--- src/rtl/ssu_pkg.sv ---
// package of the serial sound unit: register map, field positions, sizes
// assumes a 32-bit register port with byte offsets on an 8-bit address
package ssu_pkg;

  // ----------------------------------------
  // sizes
  // ----------------------------------------
  localparam int          DATA_W     = 32;
  localparam int          FIFO_DEPTH = 32;
  localparam int          ADDR_W     = 8;
  localparam int          THR_W      = 5;
  localparam int          ERR_W      = 4;

  // ----------------------------------------
  // register offsets
  // ----------------------------------------
  localparam logic [7:0]  OFS_SOUND_CONTROL      = 8'h00;
  localparam logic [7:0]  OFS_SOUND_STATUS       = 8'h04;
  localparam logic [7:0]  OFS_FIFO_CONTROL       = 8'h10;
  localparam logic [7:0]  OFS_FIFO_STATUS        = 8'h14;
  localparam logic [7:0]  OFS_TRANSMIT_FIFO_DATA = 8'h18;
  localparam logic [7:0]  OFS_RECEIVE_FIFO_DATA  = 8'h1c;
  localparam logic [7:0]  OFS_OUTPUT_MODE        = 8'h20;
  localparam logic [7:0]  OFS_FIFO_THRESHOLD     = 8'h24;

  // ----------------------------------------
  // sound_control fields, error enables at ERR_LSB+3..ERR_LSB
  // ----------------------------------------
  localparam int          ERR_LSB    = 26;
  localparam int          CTL_MUTE   = 3;
  localparam int          CTL_TX_EN  = 1;
  localparam int          CTL_RX_EN  = 0;
  localparam logic [31:0] CTL_WMASK  = 32'h7fff_fffb;
  localparam logic [31:0] CTL_RESET  = 32'h0000_0000;

  // ----------------------------------------
  // sound_status fields, error flags share ERR_LSB
  // ----------------------------------------
  localparam int          STS_IDLE   = 25;

  // ----------------------------------------
  // fifo_control fields
  // ----------------------------------------
  localparam int          FCR_TX_IE  = 3;
  localparam int          FCR_RX_IE  = 2;
  localparam int          FCR_TX_RST = 1;
  localparam int          FCR_RX_RST = 0;
  localparam logic [31:0] FCR_WMASK  = 32'h8001_080f;
  localparam logic [31:0] FCR_RESET  = 32'h0000_0000;

  // ----------------------------------------
  // fifo_status fields
  // ----------------------------------------
  localparam int          FSR_RX_FULL    = 0;
  localparam int          FSR_RX_CNT_LSB = 8;
  localparam int          FSR_TX_EMPTY   = 16;
  localparam int          FSR_TX_CNT_LSB = 24;

  // ----------------------------------------
  // output_mode and fifo_threshold
  // ----------------------------------------
  localparam logic [31:0] OFR_WMASK      = 32'h0000_0303;
  localparam logic [31:0] OFR_RESET      = 32'h0000_0000;
  localparam int          SCR_RX_THR_LSB = 0;
  localparam int          SCR_TX_THR_LSB = 8;
  localparam logic [31:0] SCR_WMASK      = 32'h0000_1f1f;
  localparam logic [31:0] SCR_RESET      = 32'h0000_0000;

endpackage

--- src/rtl/ssu_pin_sync.sv ---
// pin synchroniser with edge pulses for the serial sound link
// assumes inputs asynchronous to clk_in; three flops, change taken when
// the second and third agree
`timescale 1ns/1ps
module ssu_pin_sync #(
  parameter int           W    = 3,
  parameter logic [W-1:0] IDLE = '0
) (
  // clock and reset
  input  wire logic         clk_in,
  input  wire logic         rst_n_in,
  // pins
  input  wire logic [W-1:0] pin_in,
  // synchronised level and edges
  output logic      [W-1:0] level_out,
  output logic      [W-1:0] rise_out,
  output logic      [W-1:0] fall_out
);

  logic [W-1:0] stage1;
  logic [W-1:0] stage2;
  logic [W-1:0] stage3;
  logic [W-1:0] next_level;

  // ----------------------------------------
  // filter
  // ----------------------------------------
  always_comb begin
    next_level = level_out;
    for (int i = 0; i < W; i++) begin
      if (stage2[i] == stage3[i]) begin
        next_level[i] = stage2[i];
      end
    end
  end

  always_ff @(posedge clk_in) begin
    if (!rst_n_in) begin
      stage1    <= IDLE;
      stage2    <= IDLE;
      stage3    <= IDLE;
      level_out <= IDLE;
      rise_out  <= '0;
      fall_out  <= '0;
    end else begin
      stage1    <= pin_in;
      stage2    <= stage1;
      stage3    <= stage2;
      level_out <= next_level;
      rise_out  <= next_level & ~level_out;
      fall_out  <= ~next_level & level_out;
    end
  end

endmodule

--- src/rtl/ssu_top.sv ---
// serial sound unit: register file, 32-word fifos, i2s-style link, error irq
// assumes one 100 MHz clock, link pins from a codec that drives bit clock
// and word select; register port answers reads in the next cycle
`timescale 1ns/1ps
module ssu_top #(
  parameter int DATA_W = ssu_pkg::DATA_W,
  parameter int DEPTH  = ssu_pkg::FIFO_DEPTH
) (
  // clock and reset
  input  wire logic                      clk_in,
  input  wire logic                      rst_n_in,
  // register port
  input  wire logic [ssu_pkg::ADDR_W-1:0] reg_addr_in,
  input  wire logic [31:0]               reg_wdata_in,
  input  wire logic                      reg_wr_in,
  input  wire logic                      reg_rd_in,
  output logic      [31:0]               reg_rdata_out,
  // serial link
  input  wire logic                      link_bit_clk_in,
  input  wire logic                      link_word_sel_in,
  input  wire logic                      link_rx_data_in,
  output logic                           link_tx_data_out,
  // interrupt
  output logic                           irq_out
);

  localparam int PTR_W = $clog2(DEPTH);
  localparam int CNT_W = PTR_W + 1;
  localparam logic [CNT_W-1:0] FULL_CNT = CNT_W'(DEPTH);

  // ----------------------------------------
  // address decode
  // ----------------------------------------
  function automatic logic hit(input logic [ssu_pkg::ADDR_W-1:0] a,
                               input logic [7:0]                 o);
    return a == o;
  endfunction

  // ----------------------------------------
  // link pins
  // ----------------------------------------
  logic [2:0] pin_level;
  logic [2:0] pin_rise;
  logic [2:0] pin_fall;

  ssu_pin_sync #(
    .W    (3),
    .IDLE (3'h1)
  ) u_sync (
    .clk_in    (clk_in),
    .rst_n_in  (rst_n_in),
    .pin_in    ({link_rx_data_in, link_word_sel_in, link_bit_clk_in}),
    .level_out (pin_level),
    .rise_out  (pin_rise),
    .fall_out  (pin_fall)
  );

  // ----------------------------------------
  // state
  // ----------------------------------------
  logic [31:0]             ctrl;
  logic [31:0]             fcr;
  logic [31:0]             ofr;
  logic [31:0]             scr;
  logic [ssu_pkg::ERR_W-1:0] err;
  logic                    rx_full;
  logic                    tx_empty;
  logic [PTR_W-1:0]        tx_wptr;
  logic [PTR_W-1:0]        tx_rptr;
  logic [CNT_W-1:0]        tx_cnt;
  logic [PTR_W-1:0]        rx_wptr;
  logic [PTR_W-1:0]        rx_rptr;
  logic [CNT_W-1:0]        rx_cnt;
  logic                    ws_prev;
  logic                    rx_armed;
  logic [DATA_W-1:0]       rx_shift;
  logic [DATA_W-1:0]       tx_shift;
  logic [DATA_W-1:0]       tx_mem [DEPTH];
  logic [DATA_W-1:0]       rx_mem [DEPTH];

  logic [31:0]             next_ctrl;
  logic [31:0]             next_fcr;
  logic [31:0]             next_ofr;
  logic [31:0]             next_scr;
  logic [ssu_pkg::ERR_W-1:0] next_err;
  logic                    next_rx_full;
  logic                    next_tx_empty;
  logic [PTR_W-1:0]        next_tx_wptr;
  logic [PTR_W-1:0]        next_tx_rptr;
  logic [CNT_W-1:0]        next_tx_cnt;
  logic [PTR_W-1:0]        next_rx_wptr;
  logic [PTR_W-1:0]        next_rx_rptr;
  logic [CNT_W-1:0]        next_rx_cnt;
  logic                    next_ws_prev;
  logic                    next_rx_armed;
  logic [DATA_W-1:0]       next_rx_shift;
  logic [DATA_W-1:0]       next_tx_shift;
  logic                    next_tx_data;
  logic [31:0]             next_rdata;
  logic                    next_irq;

  logic                    tx_push;
  logic                    tx_pop;
  logic                    rx_push;
  logic                    rx_pop;
  logic [DATA_W-1:0]       rx_word;
  logic [ssu_pkg::ERR_W-1:0] err_set;
  logic [ssu_pkg::ERR_W-1:0] err_clr;
  logic                    boundary;
  logic [31:0]             rd_word;

  // ----------------------------------------
  // next state
  // ----------------------------------------
  always_comb begin
    next_ctrl     = ctrl;
    next_fcr      = fcr;
    next_ofr      = ofr;
    next_scr      = scr;
    next_tx_wptr  = tx_wptr;
    next_tx_rptr  = tx_rptr;
    next_rx_wptr  = rx_wptr;
    next_rx_rptr  = rx_rptr;
    next_ws_prev  = ws_prev;
    next_rx_armed = rx_armed;
    next_rx_shift = rx_shift;
    next_tx_shift = tx_shift;
    next_tx_data  = link_tx_data_out;
    rd_word       = '0;

    // register writes
    if (reg_wr_in && hit(reg_addr_in, ssu_pkg::OFS_SOUND_CONTROL)) begin
      next_ctrl = reg_wdata_in & ssu_pkg::CTL_WMASK;
    end
    if (reg_wr_in && hit(reg_addr_in, ssu_pkg::OFS_FIFO_CONTROL)) begin
      next_fcr = reg_wdata_in & ssu_pkg::FCR_WMASK;
    end
    if (reg_wr_in && hit(reg_addr_in, ssu_pkg::OFS_OUTPUT_MODE)) begin
      next_ofr = reg_wdata_in & ssu_pkg::OFR_WMASK;
    end
    if (reg_wr_in && hit(reg_addr_in, ssu_pkg::OFS_FIFO_THRESHOLD)) begin
      next_scr = reg_wdata_in & ssu_pkg::SCR_WMASK;
    end

    // word boundary: word select changed at a bit clock rise
    boundary = pin_rise[0] && (pin_level[1] != ws_prev);
    rx_word  = {rx_shift[DATA_W-2:0], pin_level[2]};

    // transmit fifo, overflow drops the word
    tx_push = reg_wr_in && hit(reg_addr_in, ssu_pkg::OFS_TRANSMIT_FIFO_DATA)
              && (tx_cnt != FULL_CNT) && !fcr[ssu_pkg::FCR_TX_RST];
    tx_pop  = boundary && ctrl[ssu_pkg::CTL_TX_EN] && (tx_cnt != '0);

    // receive fifo, overflow drops the word, underflow reads zero
    rx_push = boundary && ctrl[ssu_pkg::CTL_RX_EN] && rx_armed
              && (rx_cnt != FULL_CNT) && !fcr[ssu_pkg::FCR_RX_RST];
    rx_pop  = reg_rd_in && hit(reg_addr_in, ssu_pkg::OFS_RECEIVE_FIFO_DATA)
              && (rx_cnt != '0);

    // error events {tx underflow, tx overflow, rx underflow, rx overflow}
    err_set[3] = boundary && ctrl[ssu_pkg::CTL_TX_EN] && (tx_cnt == '0);
    err_set[2] = reg_wr_in && hit(reg_addr_in, ssu_pkg::OFS_TRANSMIT_FIFO_DATA)
                 && (tx_cnt == FULL_CNT);
    err_set[1] = reg_rd_in && hit(reg_addr_in, ssu_pkg::OFS_RECEIVE_FIFO_DATA)
                 && (rx_cnt == '0);
    err_set[0] = boundary && ctrl[ssu_pkg::CTL_RX_EN] && rx_armed
                 && (rx_cnt == FULL_CNT);
    err_clr    = '0;
    if (reg_wr_in && hit(reg_addr_in, ssu_pkg::OFS_SOUND_STATUS)) begin
      err_clr = reg_wdata_in[ssu_pkg::ERR_LSB +: ssu_pkg::ERR_W];
    end
    next_err = (err & ~err_clr) | err_set;

    // fifo pointers and counts
    if (tx_push) begin
      next_tx_wptr = tx_wptr + PTR_W'(1);
    end
    if (tx_pop) begin
      next_tx_rptr = tx_rptr + PTR_W'(1);
    end
    next_tx_cnt = tx_cnt + CNT_W'(tx_push) - CNT_W'(tx_pop);
    if (fcr[ssu_pkg::FCR_TX_RST]) begin
      next_tx_wptr = '0;
      next_tx_rptr = '0;
      next_tx_cnt  = '0;
    end
    if (rx_push) begin
      next_rx_wptr = rx_wptr + PTR_W'(1);
    end
    if (rx_pop) begin
      next_rx_rptr = rx_rptr + PTR_W'(1);
    end
    next_rx_cnt = rx_cnt + CNT_W'(rx_push) - CNT_W'(rx_pop);
    if (fcr[ssu_pkg::FCR_RX_RST]) begin
      next_rx_wptr = '0;
      next_rx_rptr = '0;
      next_rx_cnt  = '0;
    end

    // rx full: set on a push reaching threshold plus one, set beats clear
    next_rx_full = rx_full;
    if (reg_wr_in && hit(reg_addr_in, ssu_pkg::OFS_FIFO_STATUS)
        && reg_wdata_in[ssu_pkg::FSR_RX_FULL]) begin
      next_rx_full = 1'b0;
    end
    if (rx_push && (rx_cnt >= CNT_W'(scr[ssu_pkg::SCR_RX_THR_LSB +: ssu_pkg::THR_W]))) begin
      next_rx_full = 1'b1;
    end

    // tx empty: set while free space reaches threshold plus one
    next_tx_empty = tx_empty;
    if (reg_wr_in && hit(reg_addr_in, ssu_pkg::OFS_FIFO_STATUS)
        && reg_wdata_in[ssu_pkg::FSR_TX_EMPTY]) begin
      next_tx_empty = 1'b0;
    end
    if ((FULL_CNT - tx_cnt) > CNT_W'(scr[ssu_pkg::SCR_TX_THR_LSB +: ssu_pkg::THR_W])) begin
      next_tx_empty = 1'b1;
    end

    // link: receive on bit clock rise, transmit on fall
    if (pin_rise[0]) begin
      next_ws_prev  = pin_level[1];
      next_rx_shift = rx_word;
    end
    if (boundary) begin
      next_rx_armed = ctrl[ssu_pkg::CTL_RX_EN];
      next_tx_shift = tx_pop ? tx_mem[tx_rptr] : '0;
    end
    if (!ctrl[ssu_pkg::CTL_RX_EN]) begin
      next_rx_armed = 1'b0;
    end
    if (pin_fall[0]) begin
      next_tx_data  = tx_shift[DATA_W-1] && ctrl[ssu_pkg::CTL_TX_EN]
                      && !ctrl[ssu_pkg::CTL_MUTE];
      next_tx_shift = {tx_shift[DATA_W-2:0], 1'b0};
    end

    // register reads, data only in the cycle after the strobe
    case (reg_addr_in)
      ssu_pkg::OFS_SOUND_CONTROL: begin
        rd_word = ctrl;
      end
      ssu_pkg::OFS_SOUND_STATUS: begin
        rd_word[ssu_pkg::ERR_LSB +: ssu_pkg::ERR_W] = err;
        rd_word[ssu_pkg::STS_IDLE] = !(ctrl[ssu_pkg::CTL_TX_EN] || ctrl[ssu_pkg::CTL_RX_EN]);
      end
      ssu_pkg::OFS_FIFO_CONTROL: begin
        rd_word = fcr;
      end
      ssu_pkg::OFS_FIFO_STATUS: begin
        rd_word[ssu_pkg::FSR_RX_FULL] = rx_full;
        rd_word[ssu_pkg::FSR_RX_CNT_LSB +: CNT_W] = rx_cnt;
        rd_word[ssu_pkg::FSR_TX_EMPTY] = tx_empty;
        rd_word[ssu_pkg::FSR_TX_CNT_LSB +: CNT_W] = tx_cnt;
      end
      ssu_pkg::OFS_RECEIVE_FIFO_DATA: begin
        rd_word = (rx_cnt != '0) ? 32'(rx_mem[rx_rptr]) : '0;
      end
      ssu_pkg::OFS_OUTPUT_MODE: begin
        rd_word = ofr;
      end
      ssu_pkg::OFS_FIFO_THRESHOLD: begin
        rd_word = scr;
      end
      default: begin
        rd_word = '0;
      end
    endcase
    next_rdata = reg_rd_in ? rd_word : '0;

    // each error reaches the irq only through its own enable
    next_irq = (next_err[3] && next_ctrl[ssu_pkg::ERR_LSB + 3])
            || (next_err[2] && next_ctrl[ssu_pkg::ERR_LSB + 2])
            || (next_err[1] && next_ctrl[ssu_pkg::ERR_LSB + 1])
            || (next_err[0] && next_ctrl[ssu_pkg::ERR_LSB])
            || (next_rx_full && next_fcr[ssu_pkg::FCR_RX_IE])
            || (next_tx_empty && next_fcr[ssu_pkg::FCR_TX_IE]);
  end

  // ----------------------------------------
  // registers
  // ----------------------------------------
  always_ff @(posedge clk_in) begin
    if (!rst_n_in) begin
      ctrl             <= ssu_pkg::CTL_RESET;
      fcr              <= ssu_pkg::FCR_RESET;
      ofr              <= ssu_pkg::OFR_RESET;
      scr              <= ssu_pkg::SCR_RESET;
      err              <= '0;
      rx_full          <= 1'b0;
      tx_empty         <= 1'b0;
      tx_wptr          <= '0;
      tx_rptr          <= '0;
      tx_cnt           <= '0;
      rx_wptr          <= '0;
      rx_rptr          <= '0;
      rx_cnt           <= '0;
      ws_prev          <= 1'b0;
      rx_armed         <= 1'b0;
      rx_shift         <= '0;
      tx_shift         <= '0;
      link_tx_data_out <= 1'b0;
      reg_rdata_out    <= '0;
      irq_out          <= 1'b0;
    end else begin
      ctrl             <= next_ctrl;
      fcr              <= next_fcr;
      ofr              <= next_ofr;
      scr              <= next_scr;
      err              <= next_err;
      rx_full          <= next_rx_full;
      tx_empty         <= next_tx_empty;
      tx_wptr          <= next_tx_wptr;
      tx_rptr          <= next_tx_rptr;
      tx_cnt           <= next_tx_cnt;
      rx_wptr          <= next_rx_wptr;
      rx_rptr          <= next_rx_rptr;
      rx_cnt           <= next_rx_cnt;
      ws_prev          <= next_ws_prev;
      rx_armed         <= next_rx_armed;
      rx_shift         <= next_rx_shift;
      tx_shift         <= next_tx_shift;
      link_tx_data_out <= next_tx_data;
      reg_rdata_out    <= next_rdata;
      irq_out          <= next_irq;
    end
  end

  // ----------------------------------------
  // fifo storage
  // ----------------------------------------
  always_ff @(posedge clk_in) begin
    if (tx_push) begin
      tx_mem[tx_wptr] <= reg_wdata_in[DATA_W-1:0];
    end
    if (rx_push) begin
      rx_mem[rx_wptr] <= rx_word;
    end
  end

endmodule

--- config.mk ---
export PLATFORM = sky130hd
export DESIGN_NAME = ssu_top
export DESIGN_NICKNAME = d
export VERILOG_FILES = /design/src/rtl/ssu_pkg.sv /design/src/rtl/ssu_pin_sync.sv /design/src/rtl/ssu_top.sv
export SDC_FILE = /design/constraint.sdc
export NUM_CORES = 2
export LEC_CHECK = 0
export BUFFER_PORTS_ARGS = -buffer_cell sky130_fd_sc_hd__buf_2
export CORE_MARGIN = 1.5
export CORE_UTILIZATION = 45
export DETAILED_ROUTE_END_ITERATION = 8
export GPL_ROUTABILITY_DRIVEN = 1
export HOLD_SLACK_MARGIN = 0.03
export PLACE_DENSITY = 0.59
export SETUP_SLACK_MARGIN = 0.3
export SYNTH_ARGS = -nofsm -noshare
export SYNTH_HDL_FRONTEND = slang
export SYNTH_HIERARCHICAL = 1
export SYNTH_SLANG_ARGS = --single-unit
--- constraint.sdc ---
create_clock -name clk_in -period 7.2 [get_ports clk_in]
set_input_delay 1.44 -clock clk_in [delete_from_list [all_inputs] [get_ports clk_in]]
set_output_delay 1.44 -clock clk_in [all_outputs]
set_load 0.05 [all_outputs]
==> run metrics <==
FF/Latch Area=65780 µm²; H-tree levels=4; DR iter-0 viols=4169; Cell Count Post-Placement=6484; die area=194600 µm²; switch share=19.78%; Tmin final=4.305 ns; final wirelength=211200 µm; CP Max Fanout=32; Root Buffer=clkbuf_16; via count=~40000; Die Y=441.2 µm; FMAX=about 230 MHz; CP max stage delay=1.14 ns; Leakage=29.66 nW; CTS clk-pin slew, worst paths=around 0.06 ns; Final Cycle Share=59.79%; Net Count, Synth=4125; TritonCTS clock tree=built; final cell count without fillers=6908; Inserted Clock Buffers=220; P_int=~0.021 W; Setup CP Type=in2reg; Vias/cell=5.877; CP bufs+invs=1; Net Sw Power=0.005096 W; Flop pwr share=between 50% and 60%; outcome=complete, no violations; drt wl/cell=a little over 30 µm; # nets final=4285; Slowest-stage cell, CP=nor2_4; post-synthesis cell area=86390 µm²; Fillers=14890; number of buffers inserted by hold repair at cts=0; Clock Skew=0.04548 ns; Core Region=roughly 190000 µm²; CP Cell Sequence=buf_2, or4b_1, nor2_1, and3_1, nand2_1, nor2_4; area used by multi-input combinational logic=roughly 20000 µm²; syn_area_per_cell=roughly 21 µm²; max_cap viols=0; port bufs=80; Syn Inst Count=4035; DRT Pass-1 Iters=5; Ys Warns=6; clock power share=44.2%; die width=441.2 µm; Sink Count=~2300; Slew HR=roughly 10%; GR Overflow Total=0; Total GRT Usage=a little over a fifth; share of post-route cells with drive strength above 1=~28%; Max VDD drop=0.1983 mV; CTS resizes=0; Worst setup EP type=flip-flop; dpl hpwl=122300 µm; CP Launch Type=primary input; IO Pins=approximately 80; Final ANT Viol Nets=0; gp weighted congestion=between 0.8 and 0.9; setup TNS=0 ns; crit-path leading delay family=simple AND/OR/NAND/NOR gates; pins over their slew limit=0; Tightest Pin Transition=roughly 1.3 ns; Skew-Pair Late Insertion Delay=0.86 ns; largest net degree at the start of global routing=133; residual DRC count=0; Setup violations, final=0; combinational power share=0.7%; CP Data Required Time=7.63 ns; Critical Path AT=4.74 ns; antenna violations before repair=12; Initial Util=45.38%; first-pass GRT wire length=303200 µm; vias in the first global route=40890; Area Growth Syn to Fin=12.84%; min-delay worst type=reg2reg; post-CTS setup buffers=0; final hold viol count=0; placement row count=160; RSZ-0062 raised after global routing=false; clk buf depth=3; PwrDens=264.3 nW/µm²
-- power groups by stage --
stage                     Clock, W  Combinational, W  Sequential, W
final                       0.0114          0.000188         0.0142
after global routing        0.0121          0.000202         0.0142
after CTS                   0.0116          0.000193         0.0142
after detailed placement         0          0.000194         0.0145
after global placement           0          0.000189         0.0145
after floorplan                  0         0.0000296         0.0145
-- final timing paths --
kind	from	endpoint	slack, ns	cells past startpoint
max	reg_addr_in[7]	tx_mem[23][2]	2.89	6
min	u_sync/stage1[2]	u_sync/stage2[2]	0.44	1
max reg2reg	u_sync/level_out[1]	rx_mem[19][21]	2.95	6
min reg2reg	u_sync/stage1[2]	u_sync/stage2[2]	0.44	1
-- layout by cell type (no fill, tap or decap), drive strengths merged, types with 14 or more instances in the layout --
master     n
buf      155
dfxtp    212
mux2i     50
a22oi     41
nand3     31
inv       73
xor2      14
edfxtp  2048
o21ai     48
xnor2     14
nand2    151
nor2     209
a21oi     90
mux2      19
mux4     637
clkinv    99
ha        41
clkbuf   290
-- per-stage QoR --
step	cell area (µm²)	hold slack, ns	setup WS [ns]	utilization [%]	total power [W]
finish	97480	0.4377	2.895	51.20	0.02577
CTS	97460	0.4414	2.924	51.19	0.02598
floorplan	86390	0.3863	2.391	-	0.01450
global route	97480	0.4522	2.673	51.20	0.02646
detailed placement	90220	0.4327	2.026	47.39	0.01466
global placement	90220	0.4268	2.109	47.39	0.01466
-- routing by layer --
layer / GRT usage (%) / wire [µm] / vias to the layer above
met5: 0 / 0 / -
met4: 6.457 / 6215 / 0
met3: 3.193 / 11560 / 252
met2: 36.87 / 107200 / 1278
met1: 29.55 / 86280 / 22040
li1: - / - / 17030
-- flip-flops by register name (all words and copies together), names as in the netlist, 3 cells and up, named ones only --
register	flops
u_sync/stage3	3
err	4
u_sync/stage2	3
rx_wptr	5
scr	10
u_sync/level_out	3
tx_shift	32
rx_mem	1024
ofr	4
fcr	7
tx_cnt	6
rx_cnt	6
tx_rptr	5
u_sync/stage1	3
reg_rdata_out	32
tx_wptr	5
rx_rptr	5
ctrl	30
rx_shift	31
tx_mem	1024
-- cell type report --
class | instances | share of cell area (%)
timing repair buffer | 155 | 1.091
inverter | 66 | 0.2593
clock inverter | 124 | 1.132
sequential | 2260 | 67.48
clock buffer | 290 | 6.294
antenna | 10 | 0.02567
tap | 2511 | 3.223
multi-input combinational | 1492 | 20.50
(Power assumes the default switching activity.)
